### src/hw/sram_capture_pkg.sv
package sram_capture_pkg;
   localparam int ADDR_W = 18;
   localparam int LANES = 8;
   localparam int LANE_BITS = 8;
   localparam int DATA_W = LANES * LANE_BITS;
   localparam int BURST_W = 2;
   localparam logic [BURST_W-1:0] BURST_STEP = 2'h1;
   localparam logic [ADDR_W-1:0] ADDR_RST = 18'h00000;
   localparam logic [LANES-1:0] LANES_OFF = 8'h00;
   localparam logic [LANES-1:0] BW_IDLE_N = 8'hFF;
   localparam logic [DATA_W-1:0] DATA_RST = 64'h0000000000000000;

   typedef struct packed {
      logic [ADDR_W-1:0] addr;
      logic write;
      logic [LANES-1:0] laneEn;
      logic [LANES-1:0] parity;
      logic [DATA_W-1:0] data;
   } word_t;

   localparam int WORD_W = $bits(word_t);
endpackage

### src/hw/capture_if.sv
`timescale 1ns/1ps
interface capture_if;
   logic valid;
   logic ready;
   sram_capture_pkg::word_t data;
   modport src (output valid, output data, input ready);
   modport dst (input valid, input data, output ready);
endinterface

### src/hw/sync_sram_input_capture.sv
`timescale 1ns/1ps
module sync_sram_input_capture (
   input wire logic core_clk,
   input wire logic sys_rst,
   input wire logic [sram_capture_pkg::ADDR_W-1:0] addressPins,
   input wire logic [sram_capture_pkg::DATA_W-1:0] laneDataPins,
   input wire logic [sram_capture_pkg::LANES-1:0] laneParityPins,
   input wire logic [sram_capture_pkg::LANES-1:0] byteWriteLane_n,
   input wire logic chipSelectFirst_n,
   input wire logic chipSelectSecond,
   input wire logic chipSelectThird_n,
   input wire logic advanceLoad,
   input wire logic writeEnable_n,
   input wire logic clockEnable_n,
   output sram_capture_pkg::word_t capturedWord,
   output logic capturedValid,
   input wire logic capturedReady,
   output logic captureReady,
   output logic [sram_capture_pkg::BURST_W-1:0] burstCount,
   output logic selected
);
   typedef struct packed {
      logic [sram_capture_pkg::ADDR_W-1:0] addr;
      logic [sram_capture_pkg::DATA_W-1:0] data;
      logic [sram_capture_pkg::LANES-1:0] parity;
      logic [sram_capture_pkg::LANES-1:0] bw_n;
      logic cs1_n;
      logic cs2;
      logic cs3_n;
      logic advance_load;
      logic we_n;
      logic cke_n;
   } pins_t;

   pins_t pinsRaw;
   pins_t pinsMeta;
   pins_t pinsSync;
   logic enabled;
   logic allSelect;
   logic next_selected;
   logic [sram_capture_pkg::BURST_W-1:0] next_burst;
   logic [sram_capture_pkg::ADDR_W-1:0] capAddr;
   logic [sram_capture_pkg::ADDR_W-1:0] cmdAddr;
   logic [sram_capture_pkg::LANES-1:0] cmdBw_n;
   logic cmdWrite;
   logic pending;
   logic [sram_capture_pkg::LANES-1:0] laneMask;
   sram_capture_pkg::word_t pushWord;
   capture_if link ();

   assign pinsRaw = '{addr: addressPins, data: laneDataPins,
      parity: laneParityPins, bw_n: byteWriteLane_n,
      cs1_n: chipSelectFirst_n, cs2: chipSelectSecond,
      cs3_n: chipSelectThird_n, advance_load: advanceLoad,
      we_n: writeEnable_n, cke_n: clockEnable_n};

   // Two-stage pin synchroniser
   always_ff @(posedge core_clk) begin
      if (sys_rst) begin
         pinsMeta <= '0;
         pinsSync <= '0;
      end else begin
         pinsMeta <= pinsRaw;
         pinsSync <= pinsMeta;
      end
   end

   // Edges count only with clock enable low and room downstream
   assign enabled = !pinsSync.cke_n && link.ready;

   // Selection from all three selects on load cycles
   assign allSelect = !pinsSync.cs1_n && pinsSync.cs2
      && !pinsSync.cs3_n;
   assign next_selected = pinsSync.advance_load ? selected : allSelect;
   assign next_burst = pinsSync.advance_load
      ? burstCount + sram_capture_pkg::BURST_STEP
      : pinsSync.addr[sram_capture_pkg::BURST_W-1:0];

   always_ff @(posedge core_clk) begin
      if (sys_rst) begin
         capAddr <= sram_capture_pkg::ADDR_RST;
         burstCount <= '0;
         selected <= 1'b0;
      end else if (enabled) begin
         capAddr <= pinsSync.addr;
         burstCount <= next_burst;
         selected <= next_selected;
      end
   end

   // Command held one cycle so its lane enables meet the later data
   always_ff @(posedge core_clk) begin
      if (sys_rst) begin
         cmdAddr <= sram_capture_pkg::ADDR_RST;
         cmdBw_n <= sram_capture_pkg::BW_IDLE_N;
         cmdWrite <= 1'b0;
         pending <= 1'b0;
      end else if (enabled) begin
         if (!pinsSync.advance_load) begin
            cmdAddr <= pinsSync.addr;
            cmdWrite <= !pinsSync.we_n;
         end else begin
            cmdAddr <= {cmdAddr[sram_capture_pkg::ADDR_W-1:
               sram_capture_pkg::BURST_W], next_burst};
         end
         cmdBw_n <= pinsSync.bw_n;
         pending <= next_selected;
      end
   end

   // Lane gating of data and parity
   always_comb begin
      laneMask = cmdWrite ? ~cmdBw_n : sram_capture_pkg::LANES_OFF;
      pushWord.addr = cmdAddr;
      pushWord.write = cmdWrite;
      pushWord.laneEn = laneMask;
      pushWord.parity = pinsSync.parity & laneMask;
      pushWord.data = sram_capture_pkg::DATA_RST;
      for (int k = 0; k < sram_capture_pkg::LANES; k++) begin
         if (laneMask[k] || !cmdWrite) begin
            pushWord.data[k*sram_capture_pkg::LANE_BITS +:
               sram_capture_pkg::LANE_BITS] =
               pinsSync.data[k*sram_capture_pkg::LANE_BITS +:
               sram_capture_pkg::LANE_BITS];
         end
      end
   end

   always_ff @(posedge core_clk) begin
      if (sys_rst) begin
         link.valid <= 1'b0;
         link.data <= '0;
      end else if (enabled) begin
         link.valid <= pending;
         link.data <= pushWord;
      end else if (link.ready) begin
         link.valid <= 1'b0;
      end
   end

   always_ff @(posedge core_clk) begin
      if (sys_rst) begin
         captureReady <= 1'b0;
      end else begin
         captureReady <= !pinsSync.cke_n && link.ready;
      end
   end

   capture_buffer buffer (
      .core_clk(core_clk),
      .sys_rst(sys_rst),
      .inPort(link),
      .outWord(capturedWord),
      .outValid(capturedValid),
      .outReady(capturedReady)
   );
endmodule // sync_sram_input_capture

### src/hw/capture_buffer.sv
`timescale 1ns/1ps
module capture_buffer (
   input wire logic core_clk,
   input wire logic sys_rst,
   capture_if.dst inPort,
   output sram_capture_pkg::word_t outWord,
   output logic outValid,
   input wire logic outReady
);
   sram_capture_pkg::word_t skid;
   logic skidValid;
   logic accept;
   logic drain;

   assign accept = inPort.valid && !skidValid;
   assign drain = !outValid || outReady;

   // Second entry only fills while the output is stalled
   always_ff @(posedge core_clk) begin
      if (sys_rst) begin
         outValid <= 1'b0;
         skidValid <= 1'b0;
         inPort.ready <= 1'b1;
      end else begin
         if (drain) begin
            if (skidValid) begin
               outValid <= 1'b1;
               skidValid <= 1'b0;
               inPort.ready <= 1'b1;
            end else begin
               outValid <= accept;
            end
         end else if (accept) begin
            skidValid <= 1'b1;
            inPort.ready <= 1'b0;
         end
      end
   end

   always_ff @(posedge core_clk) begin
      if (sys_rst) begin
         outWord <= '0;
         skid <= '0;
      end else if (drain) begin
         if (skidValid) begin
            outWord <= skid;
         end else if (accept) begin
            outWord <= inPort.data;
         end
      end else if (accept) begin
         skid <= inPort.data;
      end
   end
endmodule // capture_buffer

### config.mk
export PLATFORM = sky130hd
export DESIGN_NAME = sync_sram_input_capture
export DESIGN_NICKNAME = d
export VERILOG_FILES = /design/src/hw/sram_capture_pkg.sv /design/src/hw/capture_if.sv /design/src/hw/sync_sram_input_capture.sv /design/src/hw/capture_buffer.sv
export SDC_FILE = /design/constraint.sdc
export NUM_CORES = 1
export LEC_CHECK = 0
export BUFFER_PORTS_ARGS = -buffer_cell sky130_fd_sc_hd__buf_4
export CAP_MARGIN = 10
export CORE_MARGIN = 2
export CORE_UTILIZATION = 37
export CTS_CLUSTER_SIZE = 24
export DETAILED_ROUTE_END_ITERATION = 10
export GPL_ROUTABILITY_DRIVEN = 0
export PLACE_DENSITY = 0.61
export SYNTH_ARGS = -nofsm -noshare
export SYNTH_HDL_FRONTEND = slang
export SYNTH_SLANG_ARGS = --single-unit
### constraint.sdc
create_clock -name core_clk -period 2.3 [get_ports core_clk]
set_input_delay 0.115 -clock core_clk [delete_from_list [all_inputs] [get_ports core_clk]]
set_output_delay 0.115 -clock core_clk [all_outputs]
set_load 0.05 [all_outputs]
Yosys cells after proc, flatten, opt, wreduce, memory -nomap -nowiden

Index checks and enable logic that the tools add are counted.

Flip-flop bits (word level): 540
Bits in latches: 0
Bits in writable memories: 0
Bits in read-only memories: 0
Output and inout bits: 104
Memories kept: 0

Add/sub/neg operators: 1
$mul: 0
Divide/modulo/power cells: 0
$lt $le $gt $ge: 0
Equal/unequal tests: 1
Shifts and indexed selects: 0
Muxes and demuxes: 20
Bitwise gates (word level): 4
Reductions and logical operators: 28

Operators by type and width:

| operator              | number |
|---|---|
| $mux W99              | 2 |
| $mux W8               | 9 |
| $logic_or A1 B1 Y1    | 9 |
| $and A8 B8 Y8         | 1 |
| $not A8 Y8            | 1 |
| $reduce_and A2 Y1     | 4 |
| $logic_not A1 Y1      | 7 |
| $mux W1               | 7 |
| $reduce_bool A2 Y1    | 3 |
| $logic_and A1 B1 Y1   | 4 |
| $mux W2               | 2 |
| $add A2 B1 Y2 const B | 1 |
| $ne A2 B1 Y1 const B  | 1 |
| $not A1 Y1            | 2 |
| $reduce_or A2 Y1      | 1 |

Longest topological paths before layout

Gate-level depths: netlist (run 1).

Depth in word-level cells: 4
Mapped depth: 8

Cells and area by module

A second synthesis (run 1) with hierarchy kept.

Cells, all modules: 1,916
Area, all modules: 18,231.2 um2

Modules (own cells, without submodules):

| module                  | instances | cells each | area an instance (um2) | seq. area each (um2) |
|---|---|---|---|---|
| sync_sram_input_capture | 1         | 1,022      | 10,223.6               | 6,746.5 |
| capture_buffer          | 1         | 894        | 8,007.7                | 4,023.9 |

Least setup slack after synthesis (run 1)

No wires, ideal clock.

Path kind: register to register
Start point: register buffer.outValid
End point: register buffer.skid[88] (netlist bit)
Data arrival time: 1.598 ns
Data required time: 2.230 ns
Slack: 0.631 ns
Cell stages (with the launch flop): 7
Path buffers: 3
Cell sequence: dfxtp_1 -> nor4bb_1 -> buf_2 -> buf_2 -> buf_2 -> nand2_1 -> a21oi_1

Longest elaborated chain between the ends: 4

RTL lines:

| element                     | line                 | text |
|---|---|---|
| from (decl)                 | capture_buffer.sv:7  | `output logic outValid,` |
| from (signal assigned)      | capture_buffer.sv:31 | `outValid <= accept;` |
| $logic_not A1 Y1            | capture_buffer.sv:16 | `assign drain = !outValid \|\| outReady;` |
| $logic_or A1 B1 Y1          | capture_buffer.sv:16 |  |
| $not A1 Y1 (no line)        | --                   |  |
| $reduce_and A2 Y1 (no line) | --                   |  |
| to (signal assigned)        | capture_buffer.sv:51 | `skid <= inPort.data;` |
| to (decl)                   | capture_buffer.sv:10 | `sram_capture_pkg::word_t skid;` |

Every way passes these cells.
A chain may end at the register's enable or synchronous reset.

Worst setup path in the final report (run 1)

Start point: register buffer.skidValid
End point: register buffer.outWord[42] (netlist bit)

Longest elaborated chain between the ends: 4
Elaborated cells between the ends (all ways): 5
Those cells by class: 1 x mux; 4 x reduce/logical

RTL lines:

| element                      | line                 | text |
|---|---|---|
| from (decl)                  | capture_buffer.sv:11 | `logic skidValid;` |
| from (signal assigned)       | capture_buffer.sv:22 | `skidValid <= 1'b0;` |
| from (signal assigned)       | capture_buffer.sv:28 | `skidValid <= 1'b0;` |
| from (signal assigned)       | capture_buffer.sv:34 | `skidValid <= 1'b1;` |
| $logic_not A1 Y1             | capture_buffer.sv:15 | `assign accept = inPort.valid && !skidValid;` |
| $logic_and A1 B1 Y1          | capture_buffer.sv:15 |  |
| $reduce_bool A2 Y1 (no line) | --                   |  |
| $reduce_and A2 Y1 (no line)  | --                   |  |
| to (signal assigned)         | capture_buffer.sv:46 | `outWord <= skid;` |
| to (signal assigned)         | capture_buffer.sv:48 | `outWord <= inPort.data;` |
| to (decl)                    | capture_buffer.sv:6  | `output sram_capture_pkg::word_t outWord,` |

Several ways; a longest one is shown, not always the timed one.

==> impl_metrics.env, run 1 <==
export IMPL_wl_um=44000
export IMPL_grt_pass1_wl_um=69000
export IMPL_die_area_um2=50900
export IMPL_syn_nets=2027
export IMPL_p_total_mw=19.5
export IMPL_setup_violations_final=0
export IMPL_dr_first_iter_drc_count=763
export IMPL_crit_cells=4
export IMPL_max_freq_ghz=0.552
export IMPL_dpl_worst_slack_ps=484
export IMPL_clock_sinks=538
export IMPL_yosys_warnings=0
export IMPL_holdPathStages=5
export IMPL_required_ps=2730
export IMPL_ys_seq_area_share_pct=59.2
export IMPL_vdd_drop_max_mv=0.507
export IMPL_grt_pass1_vias=12837
export IMPL_status="completed"
export IMPL_num_rows=81
export IMPL_avgSynthCellArea_um2=9.47
export IMPL_ios=211
export IMPL_num_vias=13518
export IMPL_maxCapViolations=0
export IMPL_fin_nets=2277
export IMPL_n_fill_cell=4589
export IMPL_area_growth_pct=28.0
export IMPL_power_density_nw_per_um2=836
export IMPL_crit_path_top_delay_cell="buf_4"
export IMPL_slew_headroom_pct=51.0
export IMPL_cts_buffers=55
export IMPL_start_util_pct=37.3
export IMPL_hpwl_um=27600
export IMPL_path_cells="or2_4 > and2_4 > buf_4 > a211oi_1"
export IMPL_root_buffer="clkbuf_16"
export IMPL_synth_cells=1920
export IMPL_grt_usage_pct=17.0
export IMPL_crit_type="register to register"
export IMPL_fin_ws_ps=489
export IMPL_synth_edf_count=0
export IMPL_slowest_delay_ps=570
export IMPL_cts_tree="built"
export IMPL_p_leak_nw=8.26
export IMPL_fin_crit_ps=1810
export IMPL_clkLatencyLatePin_ps=590
export IMPL_final_cell_mix="537 x dfxtp_1, 382 x nand2_1, 318 x a21oi_1, 227 x buf_4, 217 x nor2b_1"
export IMPL_tightest_slew_ps=735
export IMPL_seq_area_um2=10800
export IMPL_core_area_um2=48700
export IMPL_die_width_um=226
export IMPL_cp_max_fo=54
export IMPL_endpoint_kind="register"
export IMPL_antenna_found_initial=1
export IMPL_r2r_cells=4
export IMPL_worstPathArrival_ps=2240
export IMPL_h_tree_depth=2
export IMPL_final_antenna_net_count=0
export IMPL_critPathTopFamily="buffers and inverters"
export IMPL_timing_final_crit_share_pct=78.8
export IMPL_grt_ovfl_total=0
export IMPL_drive_above_1_share_pct=15.6
export IMPL_grt_max_degree=113
export IMPL_ctsLongestPathBuffers=3
export IMPL_yosysUniqueCellTypes=28
export IMPL_ys_async_sr_fraction_pct=0
export IMPL_cts_resized=0
export IMPL_setup_tns_final_ps=0
export IMPL_synth_ff_type="dfxtp_1"
export IMPL_dieHeight_um=226
export IMPL_dr_pass1_iters=4
export IMPL_drcViolationCount=0
export IMPL_drv_slew=0
export IMPL_yosys_register_bits=538
export IMPL_hold_class="input pin to register"
export IMPL_reg2reg_setup_slack_ps=490
export IMPL_final_hold_violation_count=0
export IMPL_skew_ps=16.1
export IMPL_worst_path_buf_inv=1
export IMPL_startpoint_type="register"
export IMPL_port_buffers=210
export IMPL_final_common_cell="dfxtp_1"
export IMPL_postCtsSetupBuffers=0
export IMPL_wire_per_inst_um=15.3
export IMPL_vias_per_cell=4.70
export IMPL_rsz0062_at_grt="false"
export IMPL_clk_pin_slew_ps=60
export IMPL_syn_area_um2=18200
export IMPL_multiInputGateArea_um2=6800
kinds of logic after synthesis:
group / share of synthesized area (%)
multiplexers: 5.45
flip-flops: 59.2
AND/OR/NAND/NOR: 18.3
buffers and inverters: 3.67
AO/OA/AOI/OAI: 13.3
synthesized netlist by cell type (3+ instances only):
master    count  area share [%]
dfxtp_1     538              59
nand2_1     382             7.9
a21oi_1     318             8.8
nor2b_1     218             7.5
clkbuf_1    114             2.4
mux2i_1      99             5.5
a211oi_1     90             3.7
nand3_1      80             2.2
buf_2        30            0.83
a211oi_2     10            0.69
buf_1         8            0.17
nor2_1        6            0.12
buf_6         3            0.19
inv_1         3           0.062
nand2b_1      3            0.10
o21ai_0       3           0.083
per-layer routing:
| layer | up-vias | global-route usage (%) | wire length (um) |
|---|---|---|---|
| li1 | 6914 | - | - |
| met1 | 6252 | 22.4 | 20600 |
| met2 | 269 | 27.7 | 20400 |
| met3 | 83 | 2.95 | 1870 |
| met4 | 0 | 6.30 | 1140 |
| met5 | - | 0 | 0 |
worst reg2reg max path: cells and delay by family, from the launching register on:
kind	cells	cell delay, ps
buf+inv	1	570
flops	1	530
simple gates	2	340
compound gates	1	220
power by group:
| part | leakage, nW | total, mW | internal, mW | switching [mW] |
|---|---|---|---|---|
| combinational | 3.00 | 1.11 | 0.511 | 0.599 |
| sequential | 4.39 | 9.72 | 9.59 | 0.126 |
| clock | 0.869 | 8.63 | 5.07 | 3.55 |
| total | 8.26 | 19.5 | 15.2 | 4.28 |
state kept, by name, indices dropped and copies added, names as in the netlist, 2 cells and up:
signal,count
buffer.outWord,99
buffer.skid,99
burstCount,2
cmdAddr,16
cmdBw_n,8
link.data,99
pinsMeta,104
pinsSync,104
per-stage QoR:
step	area [um2]	std cells	utilization, %	hold slack [ps]
CTS	23300	2874	47.7	40.8
global route	23300	2875	47.7	74.1
finish	23300	2876	47.7	82.5
floorplan	18200	1920	-	243
detailed placement	20400	2669	41.9	330
global placement	20400	2669	41.9	327
path summary, 6_finish.rpt:
kind,start,endpoint
max reg2reg,buffer.skidValid,buffer.outWord[42]
max,buffer.skidValid,buffer.outWord[42]
min reg2reg,pinsSync[1],cmdWrite
min,capturedReady,buffer.skid[71]
what timing repair did:
item | 4_1_cts | 5_1_grt
setup endpoints to repair | 0 | 0
endpoints found under the hold margin | 138 | 0
hold buffers | 108 | 0
area by class of cell:
class,count,share of cell area [%]
diodes,2,0.0215
clock buffers,83,6.97
clock inverters,14,0.613
inverters,3,0.0484
multi-input cells,1222,29.2
flip-flops and latches,538,46.3
well taps,664,3.57
repair buffers,350,13.2
Note: power is estimated with default switching activity, not from simulation.
==> run 2: changes to the inputs <==
Clock period 2.3 ns to 1.8 ns, I/O delays scaled along.
==> impl_metrics.env, run 2 (synthesized netlist as in run 1, its figures left out) <==
export IMPL_status="completed"
export IMPL_hold_class="input pin to register"
export IMPL_wire_per_inst_um=15.3
export IMPL_final_common_cell="dfxtp_1"
export IMPL_drive_above_1_share_pct=16.0
export IMPL_crit_type="register to register"
export IMPL_fin_crit_ps=1650
export IMPL_p_leak_nw=8.49
export IMPL_reg2reg_setup_slack_ps=150
export IMPL_timing_final_crit_share_pct=91.5
export IMPL_hpwl_um=28100
export IMPL_die_area_um2=50900
export IMPL_diodes=0
export IMPL_setup_tns_final_ps=0
export IMPL_root_buffer="clkbuf_16"
export IMPL_clkLatencyLatePin_ps=590
export IMPL_endpoint_kind="register"
export IMPL_cts_buffers=55
export IMPL_final_hold_violation_count=0
export IMPL_cp_max_fo=19
export IMPL_grt_pass1_vias=13241
export IMPL_tightest_slew_ps=675
export IMPL_p_total_mw=25.6
export IMPL_grt_max_degree=104
export IMPL_vdd_drop_max_mv=0.663
export IMPL_final_antenna_net_count=0
export IMPL_fin_nets=2302
export IMPL_cts_tree="built"
export IMPL_slowest_delay_ps=530
export IMPL_worstPathArrival_ps=2160
export IMPL_ctsLongestPathBuffers=3
export IMPL_startpoint_type="register"
export IMPL_num_vias=13626
export IMPL_path_cells="nor4bb_4 > buf_4 > nand2_1 > a21oi_1"
export IMPL_area_growth_pct=30.4
export IMPL_grt_ovfl_total=0
export IMPL_maxCapViolations=0
export IMPL_num_rows=81
export IMPL_grt_usage_pct=17.2
export IMPL_vias_per_cell=4.69
export IMPL_h_tree_depth=2
export IMPL_core_area_um2=48700
export IMPL_wl_um=44500
export IMPL_start_util_pct=37.3
export IMPL_postCtsSetupBuffers=0
export IMPL_power_density_nw_per_um2=1080
export IMPL_setup_violations_final=0
export IMPL_dr_first_iter_drc_count=779
export IMPL_required_ps=2310
export IMPL_drcViolationCount=0
export IMPL_clk_pin_slew_ps=60
export IMPL_slew_headroom_pct=55.0
export IMPL_hold_ws_ps=39.8
export IMPL_drv_slew=0
export IMPL_dr_pass1_iters=5
export IMPL_ios=211
export IMPL_stdcell_count=2903
export IMPL_port_buffers=210
export IMPL_crit_path_top_delay_cell="nor4bb_4"
export IMPL_max_freq_ghz=0.607
export IMPL_die_width_um=226
export IMPL_r2r_cells=4
export IMPL_skew_ps=16.2
export IMPL_rsz0062_at_grt="false"
export IMPL_dieHeight_um=226
export IMPL_place_inst=2675
export IMPL_grt_pass1_wl_um=70200
export IMPL_holdPathStages=5
export IMPL_clock_sinks=538
export IMPL_antenna_found_initial=2
export IMPL_largestRegisters="pinsMeta x104, pinsSync x104"
export IMPL_final_cell_mix="537 x dfxtp_1, 382 x nand2_1, 318 x a21oi_1, 225 x buf_4, 217 x nor2b_1"
[run 2: changes by cell type in the layout (fill, tap and decap cells not counted)]
cell           previous run  this run
clkinv_2                  5        11
buf_4                   227       225
clkbuf_8                 14        10
buf_12                   14        21
clkinvlp_4                1         2
clkbuf_1                 14        10
diode_2                   2         0
bufinv_16                 2         6
clkbuf_16                55        56
dlygate4sd3_1           108       127
buf_6                     0         1
inv_8                     0         1
inv_4                     1         0
[run 2: report_power, final]
group,total [mW],leakage (nW),switching (mW),internal [mW]
clock,11.7,0.930,4.67,7.00
combinational,1.48,3.17,0.787,0.697
sequential,12.4,4.39,0.154,12.3
[run 2: metal layers]
metal / up-vias / wire length (um) / part of all wire (%) / global-route usage (%)
met1: 6298 / 20400 / 46 / 22.5
met4: 0 / 1480 / 3.3 / 7.16
met5: - / 0 / 0 / 0
li1: 6973 / - / - / -
met2: 263 / 21000 / 47 / 28.7
met3: 92 / 1640 / 3.7 / 2.26
[run 2: critical path: cells and delay by family (launching register included)]
kind / cells / cell delay (ps)
compound gates: 1 / 130
simple gates: 2 / 620
buf+inv: 1 / 350
flops: 1 / 480
[run 2: final timing paths]
path | end | start
worst max-delay path | buffer.skid[97] | link.valid
worst min-delay path | buffer.skid[71] | capturedReady
worst max register to register | buffer.skid[97] | link.valid
worst min register to register | cmdWrite | pinsSync[1]
[run 2: timing repair]
action / 4_1_cts / 5_1_grt
hold buffers: 127 / 0
endpoints found under the setup margin: 0 / 1
endpoints found under the hold margin: 117 / 0
gates resized for setup: 0 / 1
[run 2: cell type report]
class / instances / area [um2]
Multi-Input combinational cell: 1222 / 6800
Tap cell: 664 / 831
Clock inverter: 25 / 305
Inverter: 3 / 11.3
Fill cell: 4485 / 25000
Sequential cell: 538 / 10800
Timing Repair Buffer: 375 / 3410
Clock buffer: 76 / 1580
[run 2: metrics by stage]
stage                     utilization (%)  worst slack (ps)  instance area (um2)
after floorplan                         -               131                18200
after global placement               42.2               257                20500
after detailed placement             42.2               147                20500
after CTS                            48.6               133                23700
after global routing                 48.6              24.6                23700
final                                48.6               154                23700
